`src/rtl/rcc_pkg.sv`:
```
// Package of the reset cause controller: register map, fields, timing, state and carrier types.
// Assumes one 100 MHz APB clock domain; offsets are word indexes, byte address is four times the index.
package rcc_pkg;

    // Register indexes; the bus byte address is four times each index
    localparam logic [31:0] CTRL_INDEX  = 32'h00C40000;
    localparam logic [31:0] CAUSE_INDEX = 32'h00C40001;
    localparam logic [31:0] RSVD2_INDEX = 32'h00C40002;
    localparam logic [31:0] RSVD3_INDEX = 32'h00C40003;

    // Control byte fields
    localparam int CTRL_SW_BIT    = 7;
    localparam int CTRL_FORCE_BIT = 6;
    localparam int CTRL_FLAG_BIT  = 4;
    localparam int CTRL_IE_BIT    = 3;
    localparam int CTRL_RE_BIT    = 2;
    localparam int CTRL_SE_BIT    = 1;
    localparam int CTRL_EN_BIT    = 0;
    localparam logic [7:0] CTRL_RESET = 8'h00;
    localparam logic [7:0] CTRL_WMASK = 8'hCF;

    // Cause byte fields
    localparam int CAUSE_BO_BIT  = 7;
    localparam int CAUSE_SW_BIT  = 6;
    localparam int CAUSE_WD_BIT  = 5;
    localparam int CAUSE_POR_BIT = 4;
    localparam int CAUSE_PIN_BIT = 3;
    localparam int CAUSE_LOC_BIT = 2;
    localparam int CAUSE_LOL_BIT = 1;
    localparam logic [7:0] CAUSE_RESET = 8'h90;

    // Timing counts, in system clock cycles
    localparam int PIN_MIN_EDGES = 4;
    localparam int COUNT_CYCLES  = 512;

    typedef enum logic [2:0] {
        ST_RUN      = 3'b000,
        ST_WAIT_BUS = 3'b001,
        ST_PIN_WAIT = 3'b011,
        ST_LOCK     = 3'b010,
        ST_COUNT    = 3'b110,
        ST_RELEASE  = 3'b111
    } rcc_state_e;

    typedef struct packed {
        logic        psel;
        logic        penable;
        logic        pwrite;
        logic [31:0] paddr;
        logic [31:0] pwdata;
    } rcc_apb_req_s;

    typedef struct packed {
        logic        pready;
        logic [31:0] prdata;
        logic        pslverr;
    } rcc_apb_rsp_s;

    typedef struct packed {
        logic por_request;
        logic watchdog_timeout;
        logic clock_loss;
        logic lock_loss;
        logic low_voltage;
        logic pll_locked;
        logic stop_mode;
        logic bus_cycle_end;
    } rcc_src_s;

endpackage : rcc_pkg

```
`src/rtl/rcc_pin_filter.sv`:
```
// External reset pin conditioner: two-stage synchroniser and a run-length qualifier.
// Assumes the pin is active low and may change at any time relative to pclk.
`timescale 1ns/100ps
module rcc_pin_filter
    import rcc_pkg::*;
(
    input  wire logic pclk,
    input  wire logic presetn,
    input  wire logic pin_n,
    output logic      pin_low,
    output logic      recognized
);
    typedef struct packed {
        logic       meta;
        logic       sync;
        logic [2:0] run;
        logic       rec;
    } rcc_pf_s;

    rcc_pf_s st;
    rcc_pf_s next_st;

    always_comb
    begin
        next_st      = st;
        next_st.meta = pin_n;
        next_st.sync = st.meta;
        if (st.sync)
        begin
            next_st.run = 3'h0;
            next_st.rec = 1'b0;
        end
        else if (st.run != 3'(PIN_MIN_EDGES))
        begin
            next_st.run = st.run + 3'h1;
        end
        next_st.rec = !st.sync && (next_st.run == 3'(PIN_MIN_EDGES));
    end

    always_ff @(posedge pclk or negedge presetn)
    begin
        if (!presetn)
            st <= '{meta: 1'b1, sync: 1'b1, run: 3'h0, rec: 1'b0};
        else
            st <= next_st;
    end

    assign pin_low    = !st.sync;
    assign recognized = st.rec;
endmodule : rcc_pin_filter

```
`src/rtl/rcc_cycle_counter.sv`:
```
// Reset stretch counter: counts while run is high, restarts on clear.
// Assumes run and clear come from the sequencer in the same domain.
`timescale 1ns/100ps
module rcc_cycle_counter
    import rcc_pkg::*;
#(
    parameter int CYCLES = COUNT_CYCLES
)
(
    input  wire logic pclk,
    input  wire logic presetn,
    input  wire logic run,
    input  wire logic clear,
    output logic      done
);
    localparam int W = $clog2(CYCLES + 1);

    initial
    begin
        if (CYCLES < 1)
            $error("CYCLES must be at least 1");
    end

    logic [W-1:0] cnt;
    logic [W-1:0] next_cnt;

    always_comb
    begin
        next_cnt = cnt;
        if (clear)
            next_cnt = '0;
        else if (run && cnt != W'(CYCLES))
            next_cnt = cnt + W'(1);
    end

    always_ff @(posedge pclk or negedge presetn)
    begin
        if (!presetn)
            cnt <= '0;
        else
            cnt <= next_cnt;
    end

    assign done = (cnt == W'(CYCLES));
endmodule : rcc_cycle_counter

```
`src/rtl/rcc_top.sv`:
```
// Reset cause controller: collects reset requests, sequences the chip reset, records the cause.
// Assumes an APB master on pclk, and that presetn is the power-on event itself.
// How it works
// - Reset pin is synchronised except in stop mode, where it acts directly.
// - Outside stop mode, pin request counts only after four consecutive low clock edges.
// - Reset output is active low and low while the chip is held.
// - Two reserved bytes ignore writes and read as zero.
// - Both registers answer regardless of access privilege.
// - Software request bit starts a reset; that reset clears it.
// - Force bit drives reset output low independent of chip reset state.
// - Brownout flag sets on detected low voltage when enabled; write one clears.
// - Brownout interrupt needs enable, interrupt enable, and no reset enable.
// - Interrupt, reset and stop enables act only with brownout enable set.
// - With reset and interrupt both enabled, brownout gives a reset.
// - Stop enable keeps detection alive in stop mode, else it is off.
// - Brownout enable switches low-voltage detection on and off.
// - Cause byte on entry holds pending causes only, replacing the old record.
// - Cause byte is readable anytime; writes leave it unchanged.
// - Separate cause bits for brownout, software, watchdog, power-on, pin, clock, lock.
// - Pin, watchdog, software are synchronous; the others act asynchronously.
// - Synchronous requests wait for bus cycle end, then reset next edge.
// - Bus monitor is forced on while waiting for the bus cycle end.
// - Writes in flight complete intact when a synchronous reset occurs.
// - Asynchronous requests assert reset at once without waiting for the bus.
// - Held reset waits pin negation and lock, then 512 cycles, then releases.
// - Pin request during lock wait or count returns to pin negation wait.
// - Power-on sets power-on and brownout causes only, ignoring others meanwhile.
`timescale 1ns/100ps
module rcc_top
    import rcc_pkg::*;
#(
    parameter int STRETCH_CYCLES = COUNT_CYCLES
)
(
    input  wire logic           pclk,
    input  wire logic           presetn,
    input  wire rcc_pkg::rcc_apb_req_s apb_req,
    output rcc_pkg::rcc_apb_rsp_s      apb_rsp,
    input  wire rcc_pkg::rcc_src_s     src,
    input  wire logic           ext_reset_n,
    output logic                reset_output_n,
    output logic                chip_reset_n,
    output logic                bus_watch_force,
    output logic                brownout_detect,
    output logic                brownout_irq,
    output logic                config_sample
);
    import rcc_pkg::*;

    initial
    begin
        if (STRETCH_CYCLES < 1)
            $error("STRETCH_CYCLES must be at least 1");
    end

    localparam logic [31:0] CTRL_ADDR  = {CTRL_INDEX[29:0], 2'b00};
    localparam logic [31:0] CAUSE_ADDR = {CAUSE_INDEX[29:0], 2'b00};
    localparam logic [31:0] RSVD2_ADDR = {RSVD2_INDEX[29:0], 2'b00};
    localparam logic [31:0] RSVD3_ADDR = {RSVD3_INDEX[29:0], 2'b00};

    typedef struct packed {
        rcc_state_e   state;
        logic [7:0]   ctrl;
        logic [7:0]   cause;
        logic [7:0]   pend;
        logic         por_seq;
        rcc_apb_rsp_s rsp;
        logic         rst_out_n;
        logic         chip_n;
        logic         watch;
        logic         detect;
        logic         irq;
        logic         sample;
    } rcc_top_s;

    rcc_top_s st;
    rcc_top_s next_st;

    logic pin_low;
    logic pin_rec;
    logic cnt_done;
    logic cnt_run;
    logic cnt_clear;

    rcc_pin_filter u_pin
    (
        .pclk       (pclk),
        .presetn    (presetn),
        .pin_n      (ext_reset_n),
        .pin_low    (pin_low),
        .recognized (pin_rec)
    );

    rcc_cycle_counter #(.CYCLES(STRETCH_CYCLES)) u_cnt
    (
        .pclk    (pclk),
        .presetn (presetn),
        .run     (cnt_run),
        .clear   (cnt_clear),
        .done    (cnt_done)
    );

    assign cnt_run   = (st.state == ST_COUNT);
    assign cnt_clear = (st.state != ST_COUNT);

    // Brownout decode
    logic bo_en;
    logic bo_detect_on;
    logic bo_event;
    logic bo_reset_req;
    logic bo_irq_req;

    always_comb
    begin
        bo_en        = st.ctrl[CTRL_EN_BIT];
        // Detection off in stop mode unless the stop enable keeps it
        bo_detect_on = bo_en && (!src.stop_mode || st.ctrl[CTRL_SE_BIT]);
        bo_event     = bo_detect_on && src.low_voltage;
        bo_reset_req = bo_event && st.ctrl[CTRL_RE_BIT];
        // Reset enable takes priority over the interrupt
        bo_irq_req   = bo_en && st.ctrl[CTRL_IE_BIT]
                       && !st.ctrl[CTRL_RE_BIT];
    end

    // Request classification
    logic pin_stop_req;
    logic async_req;
    logic sync_req;
    logic [7:0] sync_bits;
    logic [7:0] async_bits;
    logic hold;

    always_comb
    begin
        // In stop mode the raw pin acts without the filter
        pin_stop_req = src.stop_mode && !ext_reset_n;
        sync_bits    = 8'h00;
        sync_bits[CAUSE_PIN_BIT] = pin_rec && !src.stop_mode;
        sync_bits[CAUSE_WD_BIT]  = src.watchdog_timeout;
        sync_bits[CAUSE_SW_BIT]  = st.ctrl[CTRL_SW_BIT];
        async_bits   = 8'h00;
        async_bits[CAUSE_LOC_BIT] = src.clock_loss;
        async_bits[CAUSE_LOL_BIT] = src.lock_loss;
        async_bits[CAUSE_PIN_BIT] = pin_stop_req;
        sync_req     = |sync_bits;
        async_req    = |async_bits;
        hold         = (st.state == ST_PIN_WAIT) || (st.state == ST_LOCK)
                       || (st.state == ST_COUNT) || (st.state == ST_RELEASE);
    end

    // APB decode; privilege is not checked, so any master reaches both bytes
    logic        setup;
    logic        access;
    logic        hit_ctrl;
    logic        hit_cause;
    logic        hit_rsvd;
    logic [31:0] rd_word;

    always_comb
    begin
        setup     = apb_req.psel && !apb_req.penable;
        access    = apb_req.psel && apb_req.penable && st.rsp.pready;
        hit_ctrl  = (apb_req.paddr == CTRL_ADDR);
        hit_cause = (apb_req.paddr == CAUSE_ADDR);
        hit_rsvd  = (apb_req.paddr == RSVD2_ADDR) || (apb_req.paddr == RSVD3_ADDR);
        rd_word   = 32'h0000_0000;
        if (hit_ctrl)
            rd_word[7:0] = st.ctrl;
        else if (hit_cause)
            rd_word[7:0] = st.cause;
    end

    always_comb
    begin
        next_st = st;

        // Bus slave: answer in the access phase after each setup
        next_st.rsp.pready = setup;
        if (setup)
        begin
            next_st.rsp.prdata  = apb_req.pwrite ? 32'h0000_0000 : rd_word;
            next_st.rsp.pslverr = !(hit_ctrl || hit_cause || hit_rsvd);
        end
        else if (!apb_req.psel)
        begin
            next_st.rsp.prdata  = 32'h0000_0000;
            next_st.rsp.pslverr = 1'b0;
        end

        // Control writes; cause and reserved bytes ignore writes
        if (access && apb_req.pwrite && hit_ctrl)
        begin
            next_st.ctrl = (st.ctrl & ~CTRL_WMASK) | (apb_req.pwdata[7:0] & CTRL_WMASK);
            // Write one clears the brownout flag
            next_st.ctrl[CTRL_FLAG_BIT] = st.ctrl[CTRL_FLAG_BIT] && !apb_req.pwdata[CTRL_FLAG_BIT];
        end
        // A new low-voltage event wins over a clear in the same cycle
        if (bo_event)
            next_st.ctrl[CTRL_FLAG_BIT] = 1'b1;

        // Sequencer
        case (st.state)
            ST_RUN:
            begin
                if (async_req)
                begin
                    // No wait for the bus cycle
                    next_st.cause = async_bits | sync_bits;
                    next_st.pend  = 8'h00;
                    next_st.state = pin_stop_req ? ST_PIN_WAIT : ST_LOCK;
                end
                else if (sync_req)
                begin
                    next_st.pend  = sync_bits;
                    next_st.state = ST_WAIT_BUS;
                end
            end
            ST_WAIT_BUS:
            begin
                next_st.pend = st.pend | sync_bits;
                if (async_req)
                begin
                    // Clock or lock loss ends the wait; both kinds are recorded
                    next_st.cause = st.pend | sync_bits | async_bits;
                    next_st.pend  = 8'h00;
                    next_st.state = ST_PIN_WAIT;
                end
                else if (src.bus_cycle_end)
                begin
                    // In-flight write finishes before reset lands
                    next_st.cause = st.pend | sync_bits;
                    next_st.pend  = 8'h00;
                    next_st.state = ST_PIN_WAIT;
                end
            end
            ST_PIN_WAIT:
            begin
                if (!pin_low)
                    next_st.state = ST_LOCK;
            end
            ST_LOCK:
            begin
                if (pin_rec)
                    next_st.state = ST_PIN_WAIT;
                else if (src.pll_locked && !src.lock_loss && !src.clock_loss)
                    next_st.state = ST_COUNT;
            end
            ST_COUNT:
            begin
                if (pin_rec)
                    next_st.state = ST_PIN_WAIT;
                else if (src.lock_loss || src.clock_loss || !src.pll_locked)
                    next_st.state = ST_LOCK;
                else if (cnt_done)
                    next_st.state = ST_RELEASE;
            end
            ST_RELEASE:
            begin
                next_st.state   = ST_RUN;
                next_st.por_seq = 1'b0;
            end
            default:
            begin
                next_st.state = ST_LOCK;
            end
        endcase

        // Brownout reset restarts any sequence at once
        if (bo_reset_req)
        begin
            next_st.state = ST_LOCK;
            next_st.pend  = 8'h00;
            if (!st.por_seq)
            begin
                next_st.cause = 8'h00;
                next_st.cause[CAUSE_BO_BIT] = 1'b1;
            end
        end

        // A power-on sequence keeps its own record to the end
        if (src.por_request)
        begin
            next_st.state   = ST_LOCK;
            next_st.pend    = 8'h00;
            next_st.por_seq = 1'b1;
        end
        if (next_st.por_seq)
            next_st.cause = CAUSE_RESET;

        // Entering reset clears the software request
        if (next_st.state inside {ST_PIN_WAIT, ST_LOCK} && !hold)
            next_st.ctrl[CTRL_SW_BIT] = 1'b0;

        // Registered outputs
        next_st.chip_n = !(next_st.state inside {ST_PIN_WAIT, ST_LOCK, ST_COUNT, ST_RELEASE});
        // Force bit acts on the pin alone, not on the chip reset
        next_st.rst_out_n = next_st.chip_n && !next_st.ctrl[CTRL_FORCE_BIT];
        next_st.watch     = (next_st.state == ST_WAIT_BUS);
        next_st.detect    = bo_detect_on;
        next_st.irq       = bo_irq_req && next_st.ctrl[CTRL_FLAG_BIT];
        // Override data is sampled while the output is still low
        next_st.sample    = (next_st.state == ST_RELEASE);
    end

    localparam rcc_top_s TOP_RESET = '{
        state:     ST_LOCK,
        ctrl:      CTRL_RESET,
        cause:     CAUSE_RESET,
        pend:      8'h00,
        por_seq:   1'b1,
        rsp:       '{pready: 1'b0, prdata: 32'h0000_0000, pslverr: 1'b0},
        rst_out_n: 1'b0,
        chip_n:    1'b0,
        watch:     1'b0,
        detect:    1'b0,
        irq:       1'b0,
        sample:    1'b0
    };

    always_ff @(posedge pclk or negedge presetn)
    begin
        if (!presetn)
            st <= TOP_RESET;
        else
            st <= next_st;
    end

    assign apb_rsp         = st.rsp;
    assign reset_output_n  = st.rst_out_n;
    assign chip_reset_n    = st.chip_n;
    assign bus_watch_force = st.watch;
    assign brownout_detect = st.detect;
    assign brownout_irq    = st.irq;
    assign config_sample   = st.sample;

endmodule : rcc_top

```
`config.mk`:
```
export PLATFORM = sky130hd
export DESIGN_NAME = rcc_top
export DESIGN_NICKNAME = d
export VERILOG_FILES = /design/src/rtl/rcc_pkg.sv /design/src/rtl/rcc_pin_filter.sv /design/src/rtl/rcc_cycle_counter.sv /design/src/rtl/rcc_top.sv
export SDC_FILE = /design/constraint.sdc
export NUM_CORES = 1
export LEC_CHECK = 0
export ABC_AREA = 1
export BUFFER_PORTS_ARGS = -buffer_cell sky130_fd_sc_hd__buf_4
export CAP_MARGIN = 25
export CORE_UTILIZATION = 50
export DETAILED_ROUTE_END_ITERATION = 16
export HOLD_SLACK_MARGIN = 0.12
export MAX_ROUTING_LAYER = met4
export PLACE_DENSITY = 0.87
export SLEW_MARGIN = 30
export SYNTH_ARGS = -nofsm -noshare
export SYNTH_HDL_FRONTEND = slang
export SYNTH_SLANG_ARGS = --single-unit
```
`constraint.sdc`:
```
create_clock -name pclk -period 1.61 [get_ports pclk]
set_input_delay 0.2415 -clock pclk [delete_from_list [all_inputs] [get_ports pclk]]
set_output_delay 0.2415 -clock pclk [all_outputs]
set_load 0.01 [all_outputs]
```
## Word level (Yosys, flattened, before mapping)

Index checks and enable logic that the tools add are counted.

- Add/subtract/negate cells: 2
- Eq/ne operators: 21
- Muxes and demuxes: 37
- Bitwise operators: 4
- Reductions and logical operators: 51

Operator list:

| cell | number |
|---|---|
| $eq A32 B26 Y1 const B | 4 |
| $mux W8 | 9 |
| $mux W33 | 2 |
| $mux W16 | 3 |
| $mux W3 | 14 |
| $pmux W16 S2 | 1 |
| $logic_and A1 B1 Y1 | 20 |
| $mux W10 | 2 |
| $pmux W3 S6 | 1 |
| $eq A3 B3 Y1 const B | 5 |
| $logic_not A1 Y1 | 13 |
| $eq A3 B2 Y1 const B | 4 |
| $add A10 B1 Y10 const B | 1 |
| $eq A10 B10 Y1 const B | 1 |
| $ne A10 B10 Y1 const B | 1 |
| $logic_or A1 B1 Y1 | 9 |
| $mux W9 | 1 |
| $or A6 B8 Y8 | 1 |
| $or A8 B4 Y8 | 1 |
| $or A8 B7 Y8 | 1 |
| $reduce_bool A4 Y1 | 2 |
| $or A4 B7 Y7 | 1 |
| $eq A3 B1 Y1 const B | 2 |
| $ne A3 B3 Y1 const B | 2 |
| 8 further kinds | 14 |

- Flip-flop bits (word level): 84
- Input port bits: 78
- Output and inout bits: 40
- Logic and storage cells: 136

## Longest topological paths before layout

- Depth in word-level cells: 12
- Mapped depth: 10
- Depth with buffers taken out: 10

## Cells and area by module

Synthesis repeated with hierarchy kept, for this count alone.

- Cell total of the unflattened synthesis: 435
- Area, all modules: 3340.7 um^2

By module, submodules not included:

| module | times used | cells each | area an instance (um^2) | sequential area each (um^2) |
|---|---|---|---|---|
| rcc_top | 1 | 318 | 2386.0 | 955.9 |
| rcc_cycle_counter | 1 | 91 | 699.4 | 250.2 |
| rcc_pin_filter | 1 | 26 | 255.2 | 152.6 |

## Worst setup path after synthesis

No wires, ideal clock.

- Kind: reg-to-reg
- Start: register u_cnt.cnt[0]
- End: register st, in the netlist bus_watch_force
- Library setup time: 0.069 ns
- Arrival: 1.247 ns
- Data required time: 1.541 ns
- Setup slack: 0.295 ns
- Cell stages (with the launch flop): 11
- Buffers on the path: 0
- Clock period less this slack: 1.315 ns
- Cells stage by stage: dfrtp_1 inv_1 ha_1 inv_1 nor3_1 nand3_1 nand2_1 nand3_1 nand2_1 nand2_2 nor2_2

RTL lines:

| item | line | text |
|---|---|---|
| start: declaration | rcc_cycle_counter.sv:24 | `logic [W-1:0] cnt;` |
| start signal: assignment | rcc_cycle_counter.sv:41 | `cnt <= next_cnt;` |
| end signal: assignment | rcc_top.sv:325 | `st <= next_st;` |
| end: declaration | rcc_top.sv:76 | `rcc_top_s st;` |

## Worst setup path after layout

- Start: input ext_reset_n
- End: register st[44] in the netlist's numbering

- Longest elaborated chain between the ends: 7
- Elaborated cells between the ends (all ways): 10
- Classes of those cells: 1 x eq/ne; 5 x mux; 4 x reduce/logical

RTL lines:

| item | line | text |
|---|---|---|
| start: declaration | rcc_top.sv:40 | `input wire logic ext_reset_n,` |
| $logic_not A1 Y1 * | rcc_top.sv:136 | `pin_stop_req = src.stop_mode && !ext_reset_n;` |
| $logic_and A1 B1 Y1 * | rcc_top.sv:136 |  |
| $reduce_or A3 Y1 * | rcc_top.sv:146 | `async_req = \|async_bits;` |
| $mux W16 or $mux W8 (tied branches) | rcc_top.sv:221, rcc_top.sv:205 |  |
| $pmux W16 S2 | rcc_top.sv:202 | `case (st.state)` |
| $mux W16 | rcc_top.sv:269 | `if (bo_reset_req)` |
| $mux W9 | rcc_top.sv:281 | `if (src.por_request)` |

Every way passes the cells marked *; elsewhere a longest branch is shown, timed or not.
A chain may end at the register's enable or synchronous reset.

==> results.ini <==
[yosys]
postSynthAreaPerCell_um2 = 7.72
synth_edf_count = 0
yosys-top-cells-count = 85 x nand2_1, 56 x inv_1, 55 x nor2_1, 48 x dfrtp_1, 34 x buf_4
synth_cells = 426
synth_top_area_share = 0.365
yosys-top-cells-area = dfrtp_1 37%, nand2_1 9.7%, buf_4 7.8%
syn-cell-area_mm2 = 0.00329
ys_ff_latch = 54
synth_area_leader_cell = dfrtp_1
ys_warn_count = 0
yosys.cell_count.top_type = nand2_1
ys.flop_type = dfrtp_1
synthArstFlopShare = 1.00
seq_area_frac_synth = 0.413
yosys.cell_types.count = 42

[placement]
placed_cell_area_mm2 = 0.00374
place_congestion = 0.924
hpwl_um = 5490
pre_cts_ws_ns = 0.118
portBuffers = 68

[timing]
worst_pin_slew_ns = 0.659
max_freq_ghz = 0.644
hold_violations = 0
fin_tns_setup_ns = 0
worst_slew_margin_rel = 0.561
clock_skew_ns = 0.0120
period_share = 0.965
finalWorstSetupSlack_ns = 0.0572
setup_violations = 0
layout_min_cycle_time_ns = 1.55
drv_slew = 0

[global_routing]
grt_pass1_wl_um = 12000
grt_max_degree = 55
grt_pass1_vias = 2785
grt_usage = 0.217
antenna_found_initial = 0
overflow = 0

[finish]
syn2layout_area_growth_pct = 19.2
n_antenna_cell = 0
finalInstanceArea_mm2 = 0.00392
nets = 576
layout-drive-gt1-share = 0.269

[clock_network]
clock_sinks = 54
cts_max_path_buffers = 2
post_cts_buffers = 0
cts_buffers = 5
cts-root-buf = clkbuf_8
worstSkewPairLatency_ns = 0.30
cts_tree = built
clkTransAtPathRegs_ns = 0.09
htreeDepth = 2

[die]
die-area_mm2 = 0.00690
initial_utilization = 0.518
die_y_um = 83.1
ios = 118
num_rows = 29
core_mm2 = 0.00635
die_x_um = 83.1

[detailed_routing]
drt_iter0_markers = 157
wl_per_cell_um = 12.5
drcViolationCount = 0
wl_um = 7140
drtPass1Iterations = 4
antenna_left = 0
vias_per_cell = 5.03
dr_total_vias = 2878

[power]
static-leakage-power_nw = 2.02
p_int_mw = 2.08
p_sw_frac = 0.247
p_switching_mw = 0.682
pwr-share-comb = 0.147
power_frac_clock = 0.333
p_seq_frac = 0.520
irDropWorstVdd_mv = 0.551
powerDensity_mw_per_mm2 = 704
power.total_mw = 2.76

[worst_setup_path]
crit_path_start_kind = input pin
reg2reg_depth = 8
critPathCaptureType = register
crit_type = input pin to register
r2r_end = u_cnt.cnt[0]
reg2reg_slack_ns = 0.11
crit_arrival_ns = 1.77
critPathRequiredTime_ns = 1.83
regToRegStartpoint = st[66]
crit_fanout = 9

[status]
status = finished, final reports clean

[hold_path]
min_to = st[58]
hold_path_depth = 3
hold_start = apb_req[1]
hold_path_class = input pin to register

[run]
cap_viol_max_count = 0

state kept, by name, summed over array words and instances, names as in the netlist:
signal            flops
apb_rsp              10
bo_en                 1
brownout_detect       1
brownout_irq          1
bus_watch_force       1
chip_reset_n          1
config_sample         1
reset_output_n        1
st                   21
u_cnt.cnt            10
u_pin.next_st         1
u_pin.recognized      1
u_pin.st              4
power by group through the flow:
stage          clock [mW]  sequential, mW  combinational, mW
6_report            0.919            1.43              0.405
5_1_grt             0.992            1.44              0.460
4_1_cts             0.941            1.43              0.400
3_5_place_dp            0            1.46              0.392
3_3_place_gp            0            1.46              0.375
2_1_floorplan           0            1.45              0.261
cells in the final DEF (no fill, tap or decap), drive strengths merged, types with 2 or more instances in the layout:
master        n
nand4         6
ha            4
a31oi         2
a21boi        5
nand3        20
a21oi        16
dfstp         6
dlygate4sd3   3
inv          66
dfrtp        48
nand2        89
nor2         71
xor2          3
clkbuf        7
a22oi         2
o211ai        2
buf          70
conb         24
o21ai        31
nor3         12
repair_timing:
action / in CTS / in global routing
hold buffers: 3 / 0
resized for setup: 0 / 12
endpoints found under the setup margin: 0 / 17
endpoints found under the hold margin: 50 / 0
cell families after synthesis:
family          after synthesis  share of synthesized area
other cells                   1                    0.00114
xor+xnor                      4                     0.0107
fa+ha+maj                     4                     0.0152
compound gates               61                      0.113
simple gates                200                      0.290
flops                        54                      0.413
buf+inv                     102                      0.156
worst max-delay path by stage:
| stage | to | start | slack [ns] | cells past startpoint |
|---|---|---|---|---|
| finish | st[44] | ext_reset_n | 0.06 | 10 |
| global route | st[44] | ext_reset_n | -0.05 | 10 |
| CTS | st[44] | ext_reset_n | 0.03 | 10 |
| detailed placement | bus_watch_force | u_cnt.cnt[0] | 0.12 | 10 |
| global placement | u_cnt.cnt[1] | st[66] | 0.17 | 8 |
| floorplan | bus_watch_force | u_cnt.cnt[0] | 0.29 | 10 |
final cells by class:
| type | instances | area (um^2) |
|---|---|---|
| Clock buffer | 7 | 86.3 |
| Clock inverter | 1 | 30.0 |
| Fill cell | 557 | 2430 |
| Inverter | 67 | 254 |
| Multi-Input combinational cell | 293 | 1540 |
| Sequential cell | 54 | 1360 |
| Tap cell | 77 | 96.3 |
| Timing Repair Buffer | 73 | 556 |
stage by stage:
step	hold WS (ns)	util	cells
after global routing	0.174	0.617	572
final	0.152	0.617	572
after detailed placement	0.318	0.588	561
after floorplan	-0.0541	-	449
after global placement	0.310	0.588	561
after CTS	0.153	0.611	572
worst max-delay path: stages:
cell and delay, ns:
dlygate4sd3_1 0.53, buf_4 0.11, inv_1 0.04, nand2_2 0.09
nand2_4 0.09, nor2_2 0.16, o21ai_0 0.12, nor2_2 0.22
nand2_1 0.07, o21ai_1 0.09
layer usage:
layer,vias up,routed length [um],global-route usage
li1,1416,-,-
met1,1344,2750,0.239
met2,101,3800,0.387
met3,17,443,0.0507
met4,0,136,0.0705
met5,-,0,-
Power figures use the tool's default switching activity.
